[config.mk]
export PLATFORM = sky130hd
export DESIGN_NAME = aspi_core
export DESIGN_NICKNAME = d
export VERILOG_FILES = /design/src/common/aspi_pkg.sv /design/src/logic/aspi_core.sv
export SDC_FILE = /design/constraint.sdc
export NUM_CORES = 1
export LEC_CHECK = 0
export BUFFER_PORTS_ARGS = -buffer_cell sky130_fd_sc_hd__buf_2
export CAP_MARGIN = 20
export CORE_MARGIN = 1.5
export CORE_UTILIZATION = 47
export CTS_CLUSTER_SIZE = 28
export DETAILED_ROUTE_END_ITERATION = 7
export PLACE_DENSITY_LB_ADDON = 0.12
export SYNTH_ARGS = -nofsm -noshare
export SYNTH_HDL_FRONTEND = slang
export SYNTH_SLANG_ARGS = --single-unit
[constraint.sdc]
create_clock -name i_clk -period 1.42 [get_ports i_clk]
set_input_delay 0.284 -clock i_clk [delete_from_list [all_inputs] [get_ports i_clk]]
set_output_delay 0.284 -clock i_clk [all_outputs]
set_load 0.02 [all_outputs]
[src/common/aspi_pkg.sv]
// Purpose: Constants and carriers for the audio serial port enable and interrupt block.
// Assumes: 16-bit register port, one module clock.
// Notes: Field positions follow the register layouts.
package aspi_pkg;
    localparam int unsigned DATA_W = 16;
    // Register select codes on the register port.
    localparam logic [0:0] SEL_GLOBAL_CONFIG = 1'h0;
    localparam logic [0:0] SEL_IRQ_SOURCE = 1'h1;
    // Global configuration register fields.
    localparam int unsigned GCR_ISDN_MODE = 13;
    localparam int unsigned GCR_MODULE_EN = 14;
    localparam int unsigned GCR_CLOCK_GATE = 15;
    localparam logic [15:0] GCR_RESET = 16'h0000;
    // Interrupt source register fields, low byte then clear strobes.
    localparam int unsigned ISR_RX_EN = 0;
    localparam int unsigned ISR_RXERR_EN = 1;
    localparam int unsigned ISR_TX_EN = 2;
    localparam int unsigned ISR_TXERR_EN = 3;
    localparam int unsigned ISR_RX_PEND = 4;
    localparam int unsigned ISR_RXERR_PEND = 5;
    localparam int unsigned ISR_TX_PEND = 6;
    localparam int unsigned ISR_TXERR_PEND = 7;
    localparam int unsigned ISR_RX_CLR = 8;
    localparam int unsigned ISR_RXERR_CLR = 9;
    localparam int unsigned ISR_TX_CLR = 10;
    localparam int unsigned ISR_TXERR_CLR = 11;
    localparam logic [3:0] IRQ_RESET = 4'h0;

    // Register port request: one access per cycle while valid.
    typedef struct packed {
        logic valid;
        logic write;
        logic [0:0] sel;
        logic [15:0] wdata;
    } aspi_req_t;

    // Four sources in order rx, rx error, tx, tx error (bit 0 upward).
    typedef struct packed {
        logic tx_err;
        logic tx;
        logic rx_err;
        logic rx;
    } aspi_src_t;

    typedef struct packed {
        logic isdn_link_mode_sel;
        logic audio_module_enable;
        logic module_clock_gate;
    } aspi_mode_t;
endpackage

[src/logic/aspi_core.sv]
// Purpose: Enable, clock gate, link mode and interrupt registers of the audio serial port.
// Assumes: Source flags arrive synchronous to i_clk from the datapath.
// Notes: Read data is registered and valid one cycle after a read request made while the clock gate is on.
//
// What this block does
// - Link mode bit one forces slave operation.
// - Link mode bit zero selects normal PCM mode.
// - Module enable bit, reset zero, gates module.
// - Clock gate resets zero; set before access.
// - Other config bits ignored while gate zero.
// - Source register selects single interrupt causes.
// - Enabled tx almost-empty raises tx interrupt.
// - Enabled tx underrun raises tx error interrupt.
// - Rx pending read-only, cleared by writing one.
// - Rx error pending cleared by writing one.
// - Tx pending cleared by writing one.
// - Tx error pending cleared by writing one.
// - Low byte: pendings high, enables low.
// - Rx enable zero blocks receive interrupts.
// - Enabled rx overrun raises rx error interrupt.
`timescale 1ns/1ns
module aspi_core #(
    parameter int unsigned DATA_WIDTH = 16,
    parameter int unsigned SRC_COUNT = 4
) (
    input wire logic i_clk,
    input wire logic i_rst_b,
    input wire aspi_pkg::aspi_req_t i_req,
    input wire aspi_pkg::aspi_src_t i_src,
    output aspi_pkg::aspi_mode_t o_mode,
    output logic [15:0] o_rdata,
    output logic o_rvalid,
    output logic o_slave_only,
    output logic o_irq
);
    import aspi_pkg::*;

    // The field layout is fixed by the register map, so only these sizes can
    // be served; anything else is refused before it can misplace a field.
    if (DATA_WIDTH != DATA_W) begin : g_width_check
        $error("Register port width must be 16");
    end
    if (SRC_COUNT != 4) begin : g_count_check
        $error("Exactly four interrupt sources are supported");
    end

    // True for a write request aimed at one register.
    function automatic logic is_write_to(
        input aspi_req_t req,
        input logic [0:0] sel
    );
        is_write_to = req.valid && req.write && (req.sel == sel);
    endfunction

    // True for a read request to either register.
    function automatic logic is_read(input aspi_req_t req);
        is_read = req.valid && !req.write;
    endfunction

    // A config write without the gate bit leaves nothing set, which keeps the
    // other fields from being armed before the module clock runs.
    function automatic logic [15:0] gcr_after_write(input logic [15:0] wdata);
        if (wdata[GCR_CLOCK_GATE]) begin
            gcr_after_write = wdata;
        end else begin
            gcr_after_write = GCR_RESET;
        end
    endfunction

    // Read view of the source register; strobes and the top nibble read zero.
    function automatic logic [15:0] irq_view(
        input logic [3:0] pend,
        input logic [3:0] en
    );
        irq_view = 16'h0000;
        irq_view[ISR_TXERR_PEND:ISR_RX_PEND] = pend;
        irq_view[ISR_TXERR_EN:ISR_RX_EN] = en;
    endfunction

    // The module enable only counts while the module clock is on.
    function automatic aspi_mode_t mode_of(input logic [15:0] cfg);
        mode_of.isdn_link_mode_sel = cfg[GCR_ISDN_MODE];
        mode_of.audio_module_enable = cfg[GCR_MODULE_EN] & cfg[GCR_CLOCK_GATE];
        mode_of.module_clock_gate = cfg[GCR_CLOCK_GATE];
    endfunction

    logic rst_meta_b;
    logic rst_b;
    logic [15:0] gcr;
    logic [3:0] irq_en;
    logic pend_rx;
    logic pend_rxerr;
    logic pend_tx;
    logic pend_txerr;
    aspi_src_t src_q;

    // Reset is let go through two stages so every register leaves it together.
    always_ff @(posedge i_clk or negedge i_rst_b) begin
        if (!i_rst_b) begin
            rst_meta_b <= 1'b0;
            rst_b <= 1'b0;
        end else begin
            rst_meta_b <= 1'b1;
            rst_b <= rst_meta_b;
        end
    end

    wire gate_on = gcr[GCR_CLOCK_GATE];
    // Register reads only work with the module clock running.
    wire access_ok = i_req.valid && gate_on;
    wire rd_ok = access_ok && is_read(i_req);
    // The gate bit itself is always writable, so a write that turns it on may
    // carry other bits too; with the gate off they are masked away.
    wire gate_in = is_write_to(i_req, SEL_GLOBAL_CONFIG);
    wire wr_isr = gate_on && is_write_to(i_req, SEL_IRQ_SOURCE);
    wire [15:0] next_gcr = gate_in ? gcr_after_write(i_req.wdata) : gcr;
    wire aspi_mode_t next_mode = mode_of(next_gcr);

    // Sources count on their rising edge: the flags stay set for a while.
    wire [3:0] src_rise = i_src & ~src_q;
    wire set_rx = src_rise[0] && irq_en[0];
    wire set_rxerr = src_rise[1] && irq_en[1];
    wire set_tx = src_rise[2] && irq_en[2];
    wire set_txerr = src_rise[3] && irq_en[3];
    wire [3:0] set = {set_txerr, set_tx, set_rxerr, set_rx};
    wire clr_rx = wr_isr && i_req.wdata[ISR_RX_CLR];
    wire clr_rxerr = wr_isr && i_req.wdata[ISR_RXERR_CLR];
    wire clr_tx = wr_isr && i_req.wdata[ISR_TX_CLR];
    wire clr_txerr = wr_isr && i_req.wdata[ISR_TXERR_CLR];
    wire [3:0] clr = {clr_txerr, clr_tx, clr_rxerr, clr_rx};
    wire [3:0] irq_pend = {pend_txerr, pend_tx, pend_rxerr, pend_rx};
    // A new event in the cycle of its clear wins over the clear.
    wire [3:0] next_pend = set | (irq_pend & ~clr);

    wire [15:0] next_rdata = (i_req.sel == SEL_GLOBAL_CONFIG) ? gcr
                             : irq_view(irq_pend, irq_en);

    always_ff @(posedge i_clk or negedge rst_b) begin
        if (!rst_b) begin
            gcr <= GCR_RESET;
        end else begin
            gcr <= next_gcr;
        end
    end

    always_ff @(posedge i_clk or negedge rst_b) begin
        if (!rst_b) begin
            o_mode <= '0;
        end else begin
            o_mode <= next_mode;
        end
    end

    always_ff @(posedge i_clk or negedge rst_b) begin
        if (!rst_b) begin
            o_slave_only <= 1'b0;
        end else begin
            o_slave_only <= next_gcr[GCR_ISDN_MODE];
        end
    end

    always_ff @(posedge i_clk or negedge rst_b) begin
        if (!rst_b) begin
            irq_en <= IRQ_RESET;
        end else if (wr_isr) begin
            irq_en <= i_req.wdata[ISR_TXERR_EN:ISR_RX_EN];
        end
    end

    always_ff @(posedge i_clk or negedge rst_b) begin
        if (!rst_b) begin
            pend_rx <= IRQ_RESET[0];
        end else begin
            pend_rx <= next_pend[0];
        end
    end

    always_ff @(posedge i_clk or negedge rst_b) begin
        if (!rst_b) begin
            pend_rxerr <= IRQ_RESET[1];
        end else begin
            pend_rxerr <= next_pend[1];
        end
    end

    always_ff @(posedge i_clk or negedge rst_b) begin
        if (!rst_b) begin
            pend_tx <= IRQ_RESET[2];
        end else begin
            pend_tx <= next_pend[2];
        end
    end

    always_ff @(posedge i_clk or negedge rst_b) begin
        if (!rst_b) begin
            pend_txerr <= IRQ_RESET[3];
        end else begin
            pend_txerr <= next_pend[3];
        end
    end

    // Clearing to idle lets a source that is already high at release count
    // as a rising edge in the first cycle after it.
    always_ff @(posedge i_clk or negedge rst_b) begin
        if (!rst_b) begin
            src_q <= '0;
        end else begin
            src_q <= i_src;
        end
    end

    always_ff @(posedge i_clk or negedge rst_b) begin
        if (!rst_b) begin
            o_rdata <= 16'h0000;
        end else if (rd_ok) begin
            o_rdata <= next_rdata;
        end
    end

    always_ff @(posedge i_clk or negedge rst_b) begin
        if (!rst_b) begin
            o_rvalid <= 1'b0;
        end else begin
            o_rvalid <= rd_ok;
        end
    end

    always_ff @(posedge i_clk or negedge rst_b) begin
        if (!rst_b) begin
            o_irq <= 1'b0;
        end else begin
            o_irq <= |next_pend;
        end
    end
endmodule

# Word level (Yosys, flattened, before mapping)
# Cells that the tools add are included.
# word_totals
ff_bits,51
in_bits,25
output_inout_bits,22
elab_cells,46
# classes
mux,3
bitwise,7
n_reduce_logical,17
# ops
op,count
$mux 16,3
$logic_and 1x1->1,15
$and 4x4->4,2
$not 4->4,2
$or 4x4->4,1
$reduce_or 4->1,1
$and 1x1->1,1
$logic_not 1->1,1
$not 1->1,1

# Logic depth before layout (Yosys ltp)
# Gate-level depths: netlist of the first run.
# logic_depth
depth_word,8
ltp_mapped,6
depth_no_buf,3

# Least setup slack after synthesis of the first run
# Ideal clock, no wire load.
# synth_timing
path_type,register to register
from,register gcr[15]
to,register o_irq
setup_ns,0.139
arrival_time_ns,1.359
required_ns,1.281
slack_ns,-0.077
path_stages_with_launch,4
n_path_buf,0
synth_period_minus_slack_ns,1.497
path_cell_list,dfrtp_1 > nand4_4 > a211o_1 > or4_1
# synth_between
elab_chain_cells,6
elab_cells_between_ends,9
classes_between,3 x bitwise; 6 x reduce/logical
# synth_rtl
element,line,source
from (decl),aspi_core.sv:89,logic [15:0] gcr;
from (signal assigned),aspi_core.sv:142,gcr <= next_gcr;
$logic_and 1x1->1,aspi_core.sv:115,"wire wr_isr = gate_on && is_write_to(i_req, SEL_IRQ_SOURCE);"
$logic_and 1x1->1,aspi_core.sv:128,wire clr_tx = wr_isr && i_req.wdata[ISR_TX_CLR];
$not 4->4,aspi_core.sv:133,wire [3:0] next_pend = set | (irq_pend & ~clr);
$and 4x4->4,aspi_core.sv:133,
$or 4x4->4,aspi_core.sv:133,
via next_pend[2],aspi_core.sv:133,
$reduce_or 4->1,aspi_core.sv:232,o_irq <= |next_pend;
to (signal assigned),aspi_core.sv:232,
to (decl),aspi_core.sv:34,output logic o_irq
# The timed path passes the listed nets, and every way through them passes these cells.
# A chain may end at the register's enable or synchronous reset.

# Worst setup path after layout of the first run
# layout_timing
from,register irq_en[2]
to,register o_irq
# layout_between
elab_chain_cells,3
# layout_rtl
element,line,source
from (decl),aspi_core.sv:90,logic [3:0] irq_en;
from (signal assigned),aspi_core.sv:166,irq_en <= i_req.wdata[ISR_TXERR_EN:ISR_RX_EN];
$logic_and 1x1->1,aspi_core.sv:123,wire set_tx = src_rise[2] && irq_en[2];
$or 4x4->4,aspi_core.sv:133,
via next_pend[2],aspi_core.sv:133,
$reduce_or 4->1,aspi_core.sv:232,
# The timed path passes the listed nets, and every way through them passes these cells.

==> results by group, run 1 <==
Run status
  – Outcome: finished, violations left
  – Violated checks: setup timing

Route
  – DR pass1 iterations: 4
  – Vias/cell: 4.95
  – Final wirelength: 4040 um
  – DRC: 0
  – Initial drt markers: between 80 and 90
  – Post-route ant nets: 0
  – Via count: 1459
  – Wire length per cell: ~14 um

Job
  – Max cap viols: 0

Worst setup path
  – WP data required: about 1600 ps
  – Buf/Inv on CP: 0
  – CP Max Fanout: 2
  – Crit-path leading delay family: simple AND/OR/NAND/NOR gates
  – Critical path startpoint category: flip-flop
  – CP Capture Type: flip-flop
  – CP peak stage delay: 530 ps
  – WP depth: 3
  – Crit path cell chain: and3b_1 > a211o_1 > or4_1
  – Crit path kind: flip-flop to flip-flop
  – Crit path DAT: 1670 ps
  – R2R cell count: 3
  – Critical Path Slowest Stage Cell: or4_1

GRT
  – GRT overflow: 0
  – Vias in the first global route: between 1000 and 1500
  – Total GRT Usage: 20.7%
  – First-pass GRT wire length: 6780 um
  – Initial antenna violation count: 0
  – Largest net degree at the start of global routing: 34

Synthesis
  – Compound-Gate Fraction of Synth Area: 9.94%
  – Synth Area in Simple Gates: 19.8%
  – Yosys warnings: 0
  – Synthesized area: a little under 2000 sq um
  – Mean Syn Cell Area: 10.6 sq um
  – Net Count, Synth: around 210
  – Post-synth top area share: between 60% and 70%
  – Synth area leader: dfrtp_1
  – Synth Instances: 186
  – Post-synthesis mux area share: 4.65%
  – Post-synthesis sequential area ratio: 62.5%
  – Synth Area in Adders: 0%
  – Main combinational cell family by area after synthesis: simple AND/OR/NAND/NOR gates
  – Yosys reg bits: 49
  – Post-Synth XOR/XNOR Area: 0%
  – Synth top area cells: dfrtp_1 62%, nand2_1 11%, o21ai_0 7.6%, mux2i_1 4.1%, nand2b_1 2.2%
  – Yosys cell types: 22

Hold path
  – Worst Hold Class: input port to flip-flop
  – Hold depth: 1

Timing
  – Max Freq: between 0.6 and 0.7 GHz
  – Unrepaired setup endpoints after global routing: true
  – Final hold slack: 98.0 ps
  – Setup_tns: -73.8 ps
  – Final number of hold-violating endpoints: 0
  – Final setup violation count: 1
  – Clock Skew: 6.36 ps
  – Final period util: 105%
  – Post-layout min period: 1490 ps
  – Slew Limit Fails: 0
  – Final worst-path setup slack: -73.8 ps

Power and ir drop
  – Clock power frac: 28.8%
  – Switch share: 28.9%
  – Tot Pwr: 3540 uW
  – Max IR drop VDD: 0.000781 V
  – Combinational power share: between 20% and 30%
  – Sequential power share: 49.5%
  – P per Cell Area: 1430 nW/um^2
  – Leakage Power: 0.00126 uW
  – Pint: 2520 uW
  – Psw: 1020 uW

Clock network
  – CTS Buf Count: 5
  – CTS root buf: clkbuf_8
  – CTS clk-pin slew, worst paths: 80 ps
  – TritonCTS clock tree: yes
  – Post-cts gate resize count: 0
  – Total clock sinks: 49
  – Clock Tree Buf Depth: 2
  – Htree depth: 2
  – Worst skew pair latency: 300 ps

Floorplan
  – IO Pins: 47
  – Die W: about 68 um
  – Starting Density: between 40% and 50%
  – Core area: between 4000 and 5000 sq um
  – Die H: 67.6 um
  – Die ar.: 4570 sq um
  – Row cnt: 23

Place
  – # port buffers: 46
  – Gpl congestion: 0.855
  – Post-DP Area: between 2000 and 2500 sq um
  – Placed cell count: 284
  – Placed wire-length estimate: 2940 um

Cells and area
  – Area of the multi-input gates: 679 sq um
  – Filler cells: 365
  – Area grow syn2layout: 25.7%
  – Layout cells sized above 1: 31.0%
  – Antenna cells: 0
  – Reg area: 1230 sq um
  – Commonest non-fill, non-tap cell in the layout: nand2_1
  – # nets final: 269
  – Fin area: 2470 sq um
  – Final Non-Filler Cells: a little under 300
  – Most frequent cells in the layout: 59 x nand2_1, 48 x dfrtp_1, 46 x buf_2
power by group through the flow:
stage | Sequential [uW] | Combinational, uW | Clock [uW]
CTS | 1760 | 775 | 1040
detailed placement | 1780 | 769 | 0
floorplan | 1940 | 273 | 0
finish | 1750 | 770 | 1020
global placement | 1770 | 752 | 0
global route | 1790 | 872 | 1100
layer usage:
layer	track usage [%]	wire (um)	vias to the layer above
li1	-	-	723
met1	28.1	1890	677
met3	4.33	229	8
met4	9.95	68	0
met5	0	0	-
met2	31.5	1860	51
logic make-up (layout without fill, tap and decap cells):
logic type | after synthesis | after routing
AO/OA/AOI/OAI | 35 | 35
other | 1 | 1
multiplexers | 9 | 9
flip-flops | 49 | 49
AND/OR/NAND/NOR | 80 | 80
buffers and inverters | 12 | 71
registers in the layout (all words and copies together) (netlist names), 4 cells and up:
signal	count
irq_en	4
src_q	4
gcr	16
o_rdata	16
synth_stat cells:
master,instances
a211o_1,2
a211o_2,2
a21boi_0,1
and2b_4,1
and3b_1,4
and4_2,1
buf_2,1
buf_4,3
clkbuf_1,7
conb_1,1
dfrtp_1,49
inv_1,1
mux2_2,1
mux2i_1,8
nand2_1,59
nand2b_1,7
nand3b_1,2
nand4_4,1
nor2b_1,3
o21ai_0,30
or2_2,1
or4_1,1
per-stage QoR:
step / setup slack [ps] / utilization [%]
2_1_floorplan: -38.2 / -
3_3_place_gp: -68.5 / 58.1
3_5_place_dp: -126 / 58.1
4_1_cts: -71.1 / 61.3
5_1_grt: -99.1 / 61.7
6_report: -73.8 / 61.7
what timing repair did:
| action | 4_1_cts | 5_1_grt |
|---|---|---|
| buffers inserted | 0 | 2 |
| endpoints found under the setup margin | 1 | 1 |
| pin swaps | 2 | 1 |
| hold buffers | 1 | 0 |
| endpoints found under the hold margin | 2 | 0 |
area by class of cell:
class / count / area share, %
sequential: 49 / 49.7
multi-input combinational: 125 / 27.5
clock inverter: 1 / 1.22
inverter: 1 / 0.152
timing repair buffer: 62 / 15.3
tap: 50 / 2.54
clock buffer: 7 / 3.50
path summary, 6_finish.rpt:
| path | slack [ps] | end | start |
|---|---|---|---|
| setup reg to reg | -70 | o_irq | irq_en[2] |
| min in group asynchronous | 200 | o_irq | rst_b |
| setup / recovery | -70 | o_irq | irq_en[2] |
| hold / removal | 100 | src_q[0] | i_src[0] |
| hold reg to reg | 200 | o_irq | rst_b |
| max in group asynchronous | 730 | gcr[4] | rst_b |
(Power assumes the default switching activity.)
==> run 2: changes to the inputs <==
- CORE_MARGIN: 1.5 -> not set
- CORE_UTILIZATION: 47 -> 50
- clock period: 1.42 -> 1.5 ns (I/O delays scaled with it)
==> run 2 against run 1 <==
Against the previous run: the run still ends with setup timing left; die area down 8.6%; sequential power down 6%; non-clock buffer count down 1; highest routed layer unchanged.
==> results by group, run 2 (synthesized netlist as in run 1, its figures left out) <==
Run status
  – Outcome: finished, violations left
  – Violated checks: setup timing

GRT
  – Vias in the first global route: 1363 (-0.29%)
  – GRT overflow: 0 (unchanged)
  – Initial antenna violation count: 0 (unchanged)
  – Largest net degree at the start of global routing: 48 (+41%)
  – First-pass GRT wire length: 6200 um (-8.4%)
  – Total GRT Usage: 20.3% (-0.35 points)

Cells and area
  – Antenna cells: 0 (unchanged)
  – Commonest non-fill, non-tap cell in the layout: nand2_1
  – Layout cells sized above 1: 31.6% (+0.54 points)
  – Area grow syn2layout: 24.7%
  – Fin area: 2450 sq um (-0.76%)
  – Utilization of the core after routing: 65.9% (+4.2 points)
  – Biggest registers after layout: gcr x16, o_rdata x16
  – Filler cells: 306 (-16%)
  – Most frequent cells in the layout: 59 x nand2_1, 48 x dfrtp_1, 45 x buf_2
  – # nets final: 268 (-0.37%)

Timing
  – Post-layout min period: 1530 ps (+37.4 ps)
  – Final setup violation count: 1 (unchanged)
  – Final period util: 102% (-3.1 points)
  – Final number of hold-violating endpoints: 0 (unchanged)
  – Max Freq: 0.653 GHz (-2.4%)
  – Unrepaired setup endpoints after global routing: true
  – Clock Skew: 9.10 ps (+2.74 ps)
  – Final worst-path setup slack: -31.2 ps (+42.6 ps)
  – Slew Limit Fails: 0 (unchanged)

Worst setup path
  – Crit path cell chain: and3b_1 > a211o_1 > or4_4
  – Crit path kind: flip-flop to flip-flop
  – CP Max Fanout: 3 (+1)
  – Crit-path leading delay family: simple AND/OR/NAND/NOR gates
  – WP data required: 1670 ps (+70 ps)
  – Critical Path Slowest Stage Cell: or4_4
  – Buf/Inv on CP: 0 (unchanged)
  – CP peak stage delay: 520 ps (about the same)
  – Crit path DAT: 1710 ps (+40 ps)
  – Critical path startpoint category: flip-flop
  – R2r setup slk: -30 ps (+40 ps)
  – CP Capture Type: flip-flop

Floorplan
  – Row cnt: 22 (-4.3%)
  – Die W: 64.7 um (-4.4%)
  – Die H: 64.7 um (-4.4%)
  – Core area: 3720 sq um (-7.1%)
  – Die ar.: 4180 sq um (-8.6%)
  – IO Pins: 47 (unchanged)
  – Starting Density: 52.8% (+3.8 points)

Clock network
  – TritonCTS clock tree: yes
  – Htree depth: 2 (unchanged)
  – Total clock sinks: 49 (unchanged)
  – CTS root buf: clkbuf_8
  – Clock Tree Buf Depth: 2 (unchanged)
  – CTS Buf Count: 5 (unchanged)
  – CTS clk-pin slew, worst paths: 90 ps (about the same)
  – Worst skew pair latency: 300 ps (about the same)

Place
  – Placed wire-length estimate: 2810 um (-4.7%)
  – # port buffers: 46 (unchanged)
  – Post-DP Area: 2310 sq um (-0.75%)
  – Gpl congestion: 0.766 (-10%)

Route
  – Wire length per cell: 13.0 um (-5.1%)
  – Vias/cell: 4.81 (-2.7%)
  – Post-route ant nets: 0 (unchanged)
  – Final wirelength: 3800 um (-6.1%)
  – DR pass1 iterations: 4 (unchanged)
  – DRC: 0 (unchanged)
  – Initial drt markers: 64 (-21%)
  – Via count: 1405 (-3.7%)

Job
  – Max cap viols: 0 (unchanged)

Power and ir drop
  – P per Cell Area: 1300 nW/um^2 (-9.2%)
  – Leakage Power: 0.00125 uW (-0.62%)
  – Max IR drop VDD: 0.000702 V (-10%)

Hold path
  – Worst Hold Class: input port to flip-flop
-- run 2: worst reg2reg max path, stage by stage, from the launching register on --
cell and delay, ps:
dfrtp_1 400, and3b_1 190, a211o_1 300, or4_4 520
-- run 2: repair_timing --
item                                   4_1_cts  5_1_grt
resized for setup                            0        2
pin swaps                                    3        0
gates cloned                                 0        0
buffers inserted                             3        0
setup endpoints to repair                    1        2
hold buffers                                 1        0
endpoints found under the hold margin        2        0
-- run 2: power by group --
group          internal (uW)  switching (uW)  leakage [uW]
combinational            283             427      0.000585
clock                    417             409     0.0000542
sequential              1540             115      0.000610
total                   2240             952       0.00125
-- run 2: worst paths after layout --
kind / end / startpoint / cells after the start
max: o_irq / irq_en[1] / 3
min: src_q[2] / i_src[2] / 1
max reg2reg: o_irq / irq_en[1] / 3
min reg2reg: o_irq / rst_b / 1
max in group asynchronous: o_rdata[12] / rst_b / 1
min in group asynchronous: o_irq / rst_b / 1
-- run 2: cell type report --
type                    instances  area (sq um)  area share [%]
repair buffers                 61           373            15.2
multi-input cells             125           683            27.9
flip-flops and latches         49          1230            50.1
well taps                      48          60.1            2.45
inverters                       1          3.75           0.153
clock buffers                   7          96.3            3.93
clock inverters                 1          5.00           0.204
-- run 2: stage by stage --
step | setup TNS (ps) | hold WS (ps) | power, uW | setup slack, ps | std cells
CTS | 0 | 108 | 3220 | 5.94 | 292
global route | -82.3 | 105 | 3380 | -82.3 | 292
floorplan | 0 | 4.41 | 2090 | 2.70 | 186
detailed placement | -75.3 | 85.7 | 2390 | -75.3 | 280
global placement | -27.7 | 83.7 | 2350 | -27.7 | 280
finish | -31.2 | 115 | 3190 | -31.2 | 292
-- run 2: layer usage --
metal	track usage [%]	part of all wire, %	wire [um]	up-vias
met5	0	0	0	-
met4	8.33	1.1	41	0
met3	5.11	4.4	167	6
met2	33.6	49	1870	32
met1	25.4	45	1720	644
li1	-	-	-	723
==> run 3: changes to the inputs <==
- BUFFER_PORTS_ARGS: -buffer_cell sky130_fd_sc_hd__buf_2 -> not set
- DONT_BUFFER_PORTS: not set -> 1
==> run 3 against run 2 <==
Against the previous run: the run still ends with setup timing left; sequential power grew 10%; total power fell by 6.5%; via count shrank 11%; flip-flop and latch count unchanged; setup slack lost 5.5 ps; sequential share of layout area is 5.8 points higher; first-iteration DRC count increased by 3.1%; register-to-register slack barely moved; clock skew shrank 6.6 ps; final area down 10%; clock-buffer cell count is the same.
==> results by group, run 3 (synthesized netlist as in run 1, its figures left out) <==
Route
  – Final wirelength: 3690 um (-2.9%)
  – Vias/cell: 5.14 (+6.7%)
  – Via count: 1248 (-11%)
  – Initial drt markers: 66 (+3.1%)
  – DRC: 0 (unchanged)
  – Wire length per cell: 15.2 um (+17%)
  – Post-route ant nets: 0 (unchanged)
  – DR pass1 iterations: 4 (unchanged)

Floorplan
  – Die W: 64.7 um (unchanged)
  – Die H: 64.7 um (unchanged)
  – Die ar.: 4180 sq um (unchanged)
  – IO Pins: 47 (unchanged)
  – Starting Density: 52.8% (unchanged)
  – Core area: 3720 sq um (unchanged)
  – Row cnt: 22 (unchanged)

Clock network
  – Total clock sinks: 49 (unchanged)
  – Htree depth: 2 (unchanged)
  – CTS root buf: clkbuf_8
  – TritonCTS clock tree: yes
  – Worst skew pair latency: 300 ps (about the same)
  – CTS Buf Count: 5 (unchanged)
  – CTS clk-pin slew, worst paths: 80 ps (about the same)
  – Clock Tree Buf Depth: 2 (unchanged)

Cells and area
  – Antenna cells: 0 (unchanged)
  – # nets final: 220 (-18%)
  – Layout cells sized above 1: 13.8% (-18 points)
  – Most frequent cells in the layout: 59 x nand2_1, 48 x dfrtp_1, 30 x o21ai_0
  – Commonest non-fill, non-tap cell in the layout: nand2_1
  – Area grow syn2layout: 11.7%
  – Fin area: 2190 sq um (-10%)
  – Biggest registers after layout: gcr x16, o_rdata x16
  – Filler cells: 333 (+8.8%)

Timing
  – Final period util: 102% (+0.36 points)
  – Final setup violation count: 1 (unchanged)
  – Slew Limit Fails: 0 (unchanged)
  – Post-layout min period: 1540 ps (+5.46 ps)
  – Max Freq: 0.651 GHz (-0.36%)
  – Clock Skew: 2.50 ps (-6.60 ps)
  – Final worst-path setup slack: -36.7 ps (-5.46 ps)
  – Unrepaired setup endpoints after global routing: true
  – Final number of hold-violating endpoints: 0 (unchanged)

GRT
  – Vias in the first global route: 1189 (-13%)
  – GRT overflow: 0 (unchanged)
  – Largest net degree at the start of global routing: 48 (unchanged)
  – Total GRT Usage: 19.2% (-1.1 points)
  – First-pass GRT wire length: 5900 um (-4.9%)
  – Initial antenna violation count: 0 (unchanged)

Worst setup path
  – Crit Reg-Reg Startpoint: irq_en[3]
  – CP Capture Type: flip-flop
  – WP depth: 3 (unchanged)
  – Crit path kind: flip-flop to flip-flop
  – CP Max Fanout: 3 (unchanged)
  – Crit path cell chain: and3b_1 > a211o_2 > or4_4
  – R2r endpoint: o_irq
  – R2R cell count: 3 (unchanged)
  – CP peak stage delay: 480 ps (-40 ps)
  – Critical Path Slowest Stage Cell: or4_4
  – Buf/Inv on CP: 0 (unchanged)
  – Crit path DAT: 1720 ps (about the same)
  – Worst Setup SP: irq_en[3]
  – R2r setup slk: -40 ps (about the same)
  – Crit-path leading delay family: simple AND/OR/NAND/NOR gates
  – WP data required: 1680 ps (about the same)
  – Critical path startpoint category: flip-flop

Hold path
  – Worst Hold Class: input port to flip-flop
  – Hold EP: src_q[3]
  – Worst hold start: i_src[3]
  – Hold depth: 0 (-1)

Place
  – Post-DP Area: 2060 sq um (-11%)
  – Gpl congestion: 0.818 (+6.8%)
  – # port buffers: 0 (-100%)
  – Placed wire-length estimate: 2460 um (-12%)

Power and ir drop
  – P per Cell Area: 1360 nW/um^2 (+4.3%)
  – Tot Pwr: 2980 uW (-6.5%)
  – Max IR drop VDD: 0.000717 V (+2.1%)
  – Leakage Power: 0.00103 uW (-18%)

Run status
  – Outcome: finished, violations left
  – Violated checks: setup timing

Job
  – Max cap viols: 0 (unchanged)
run 3: cell count changes in the layout (fill, tap and decap cells not counted), sizes merged:
cell / change
clkinv: -1
buf: -48
run 3: where the power goes:
group	internal [uW]	leakage (uW)	switching, uW
logic	184	0.000376	200
registers	1540	0.000610	285
clock network	366	0.0000443	408
run 3: worst register-to-register path, stage by stage, from the launching register on:
cell and delay [ps]:
dfrtp_1 410, and3b_1 200, a211o_2 320, or4_4 480
run 3: routing by layer:
metal / GRT usage, % / up-vias / wire length [um]
met3: 8.98 / 8 / 258
li1: - / 629 / -
met2: 27.6 / 36 / 1630
met1: 25.5 / 575 / 1710
met5: 0 / - / 0
met4: 6.67 / 0 / 87
run 3: worst max-delay path by stage:
stage / slack, ps / end
final: -40 / o_irq
after global routing: -70 / o_irq
after CTS: 1 / o_irq
after detailed placement: -7 / o_irq
after global placement: 6 / o_irq
after floorplan: 3 / o_irq
run 3: what timing repair did:
| item | CTS | global route |
|---|---|---|
| pin swaps | 1 | 6 |
| hold endpoints to repair | 2 | 0 |
| setup endpoints to repair | 1 | 1 |
| hold buffers | 1 | 0 |
| gates resized for setup | 0 | 2 |
| buffers inserted | 2 | 2 |
run 3: cell type report:
cell class	instances	area (sq um)	area share, %
multi-input cells	125	691	31.5
repair buffers	13	125	5.70
well taps	48	60.1	2.74
inverters	1	3.75	0.171
clock buffers	7	86.3	3.94
flip-flops and latches	49	1230	56.0
run 3: per-stage QoR:
stage | hold WS [ps] | worst slack, ps | utilization [%] | setup TNS (ps) | instances
floorplan | 4.41 | 2.70 | - | 0 | 186
global placement | 4.45 | 6.19 | 55.3 | 0 | 231
detailed placement | 4.44 | -7.35 | 55.3 | -7.35 | 231
CTS | 12.6 | 1.09 | 58.3 | 0 | 241
global route | -0.277 | -65.9 | 59.0 | -65.9 | 243
finish | 15.4 | -36.7 | 59.0 | -36.7 | 243
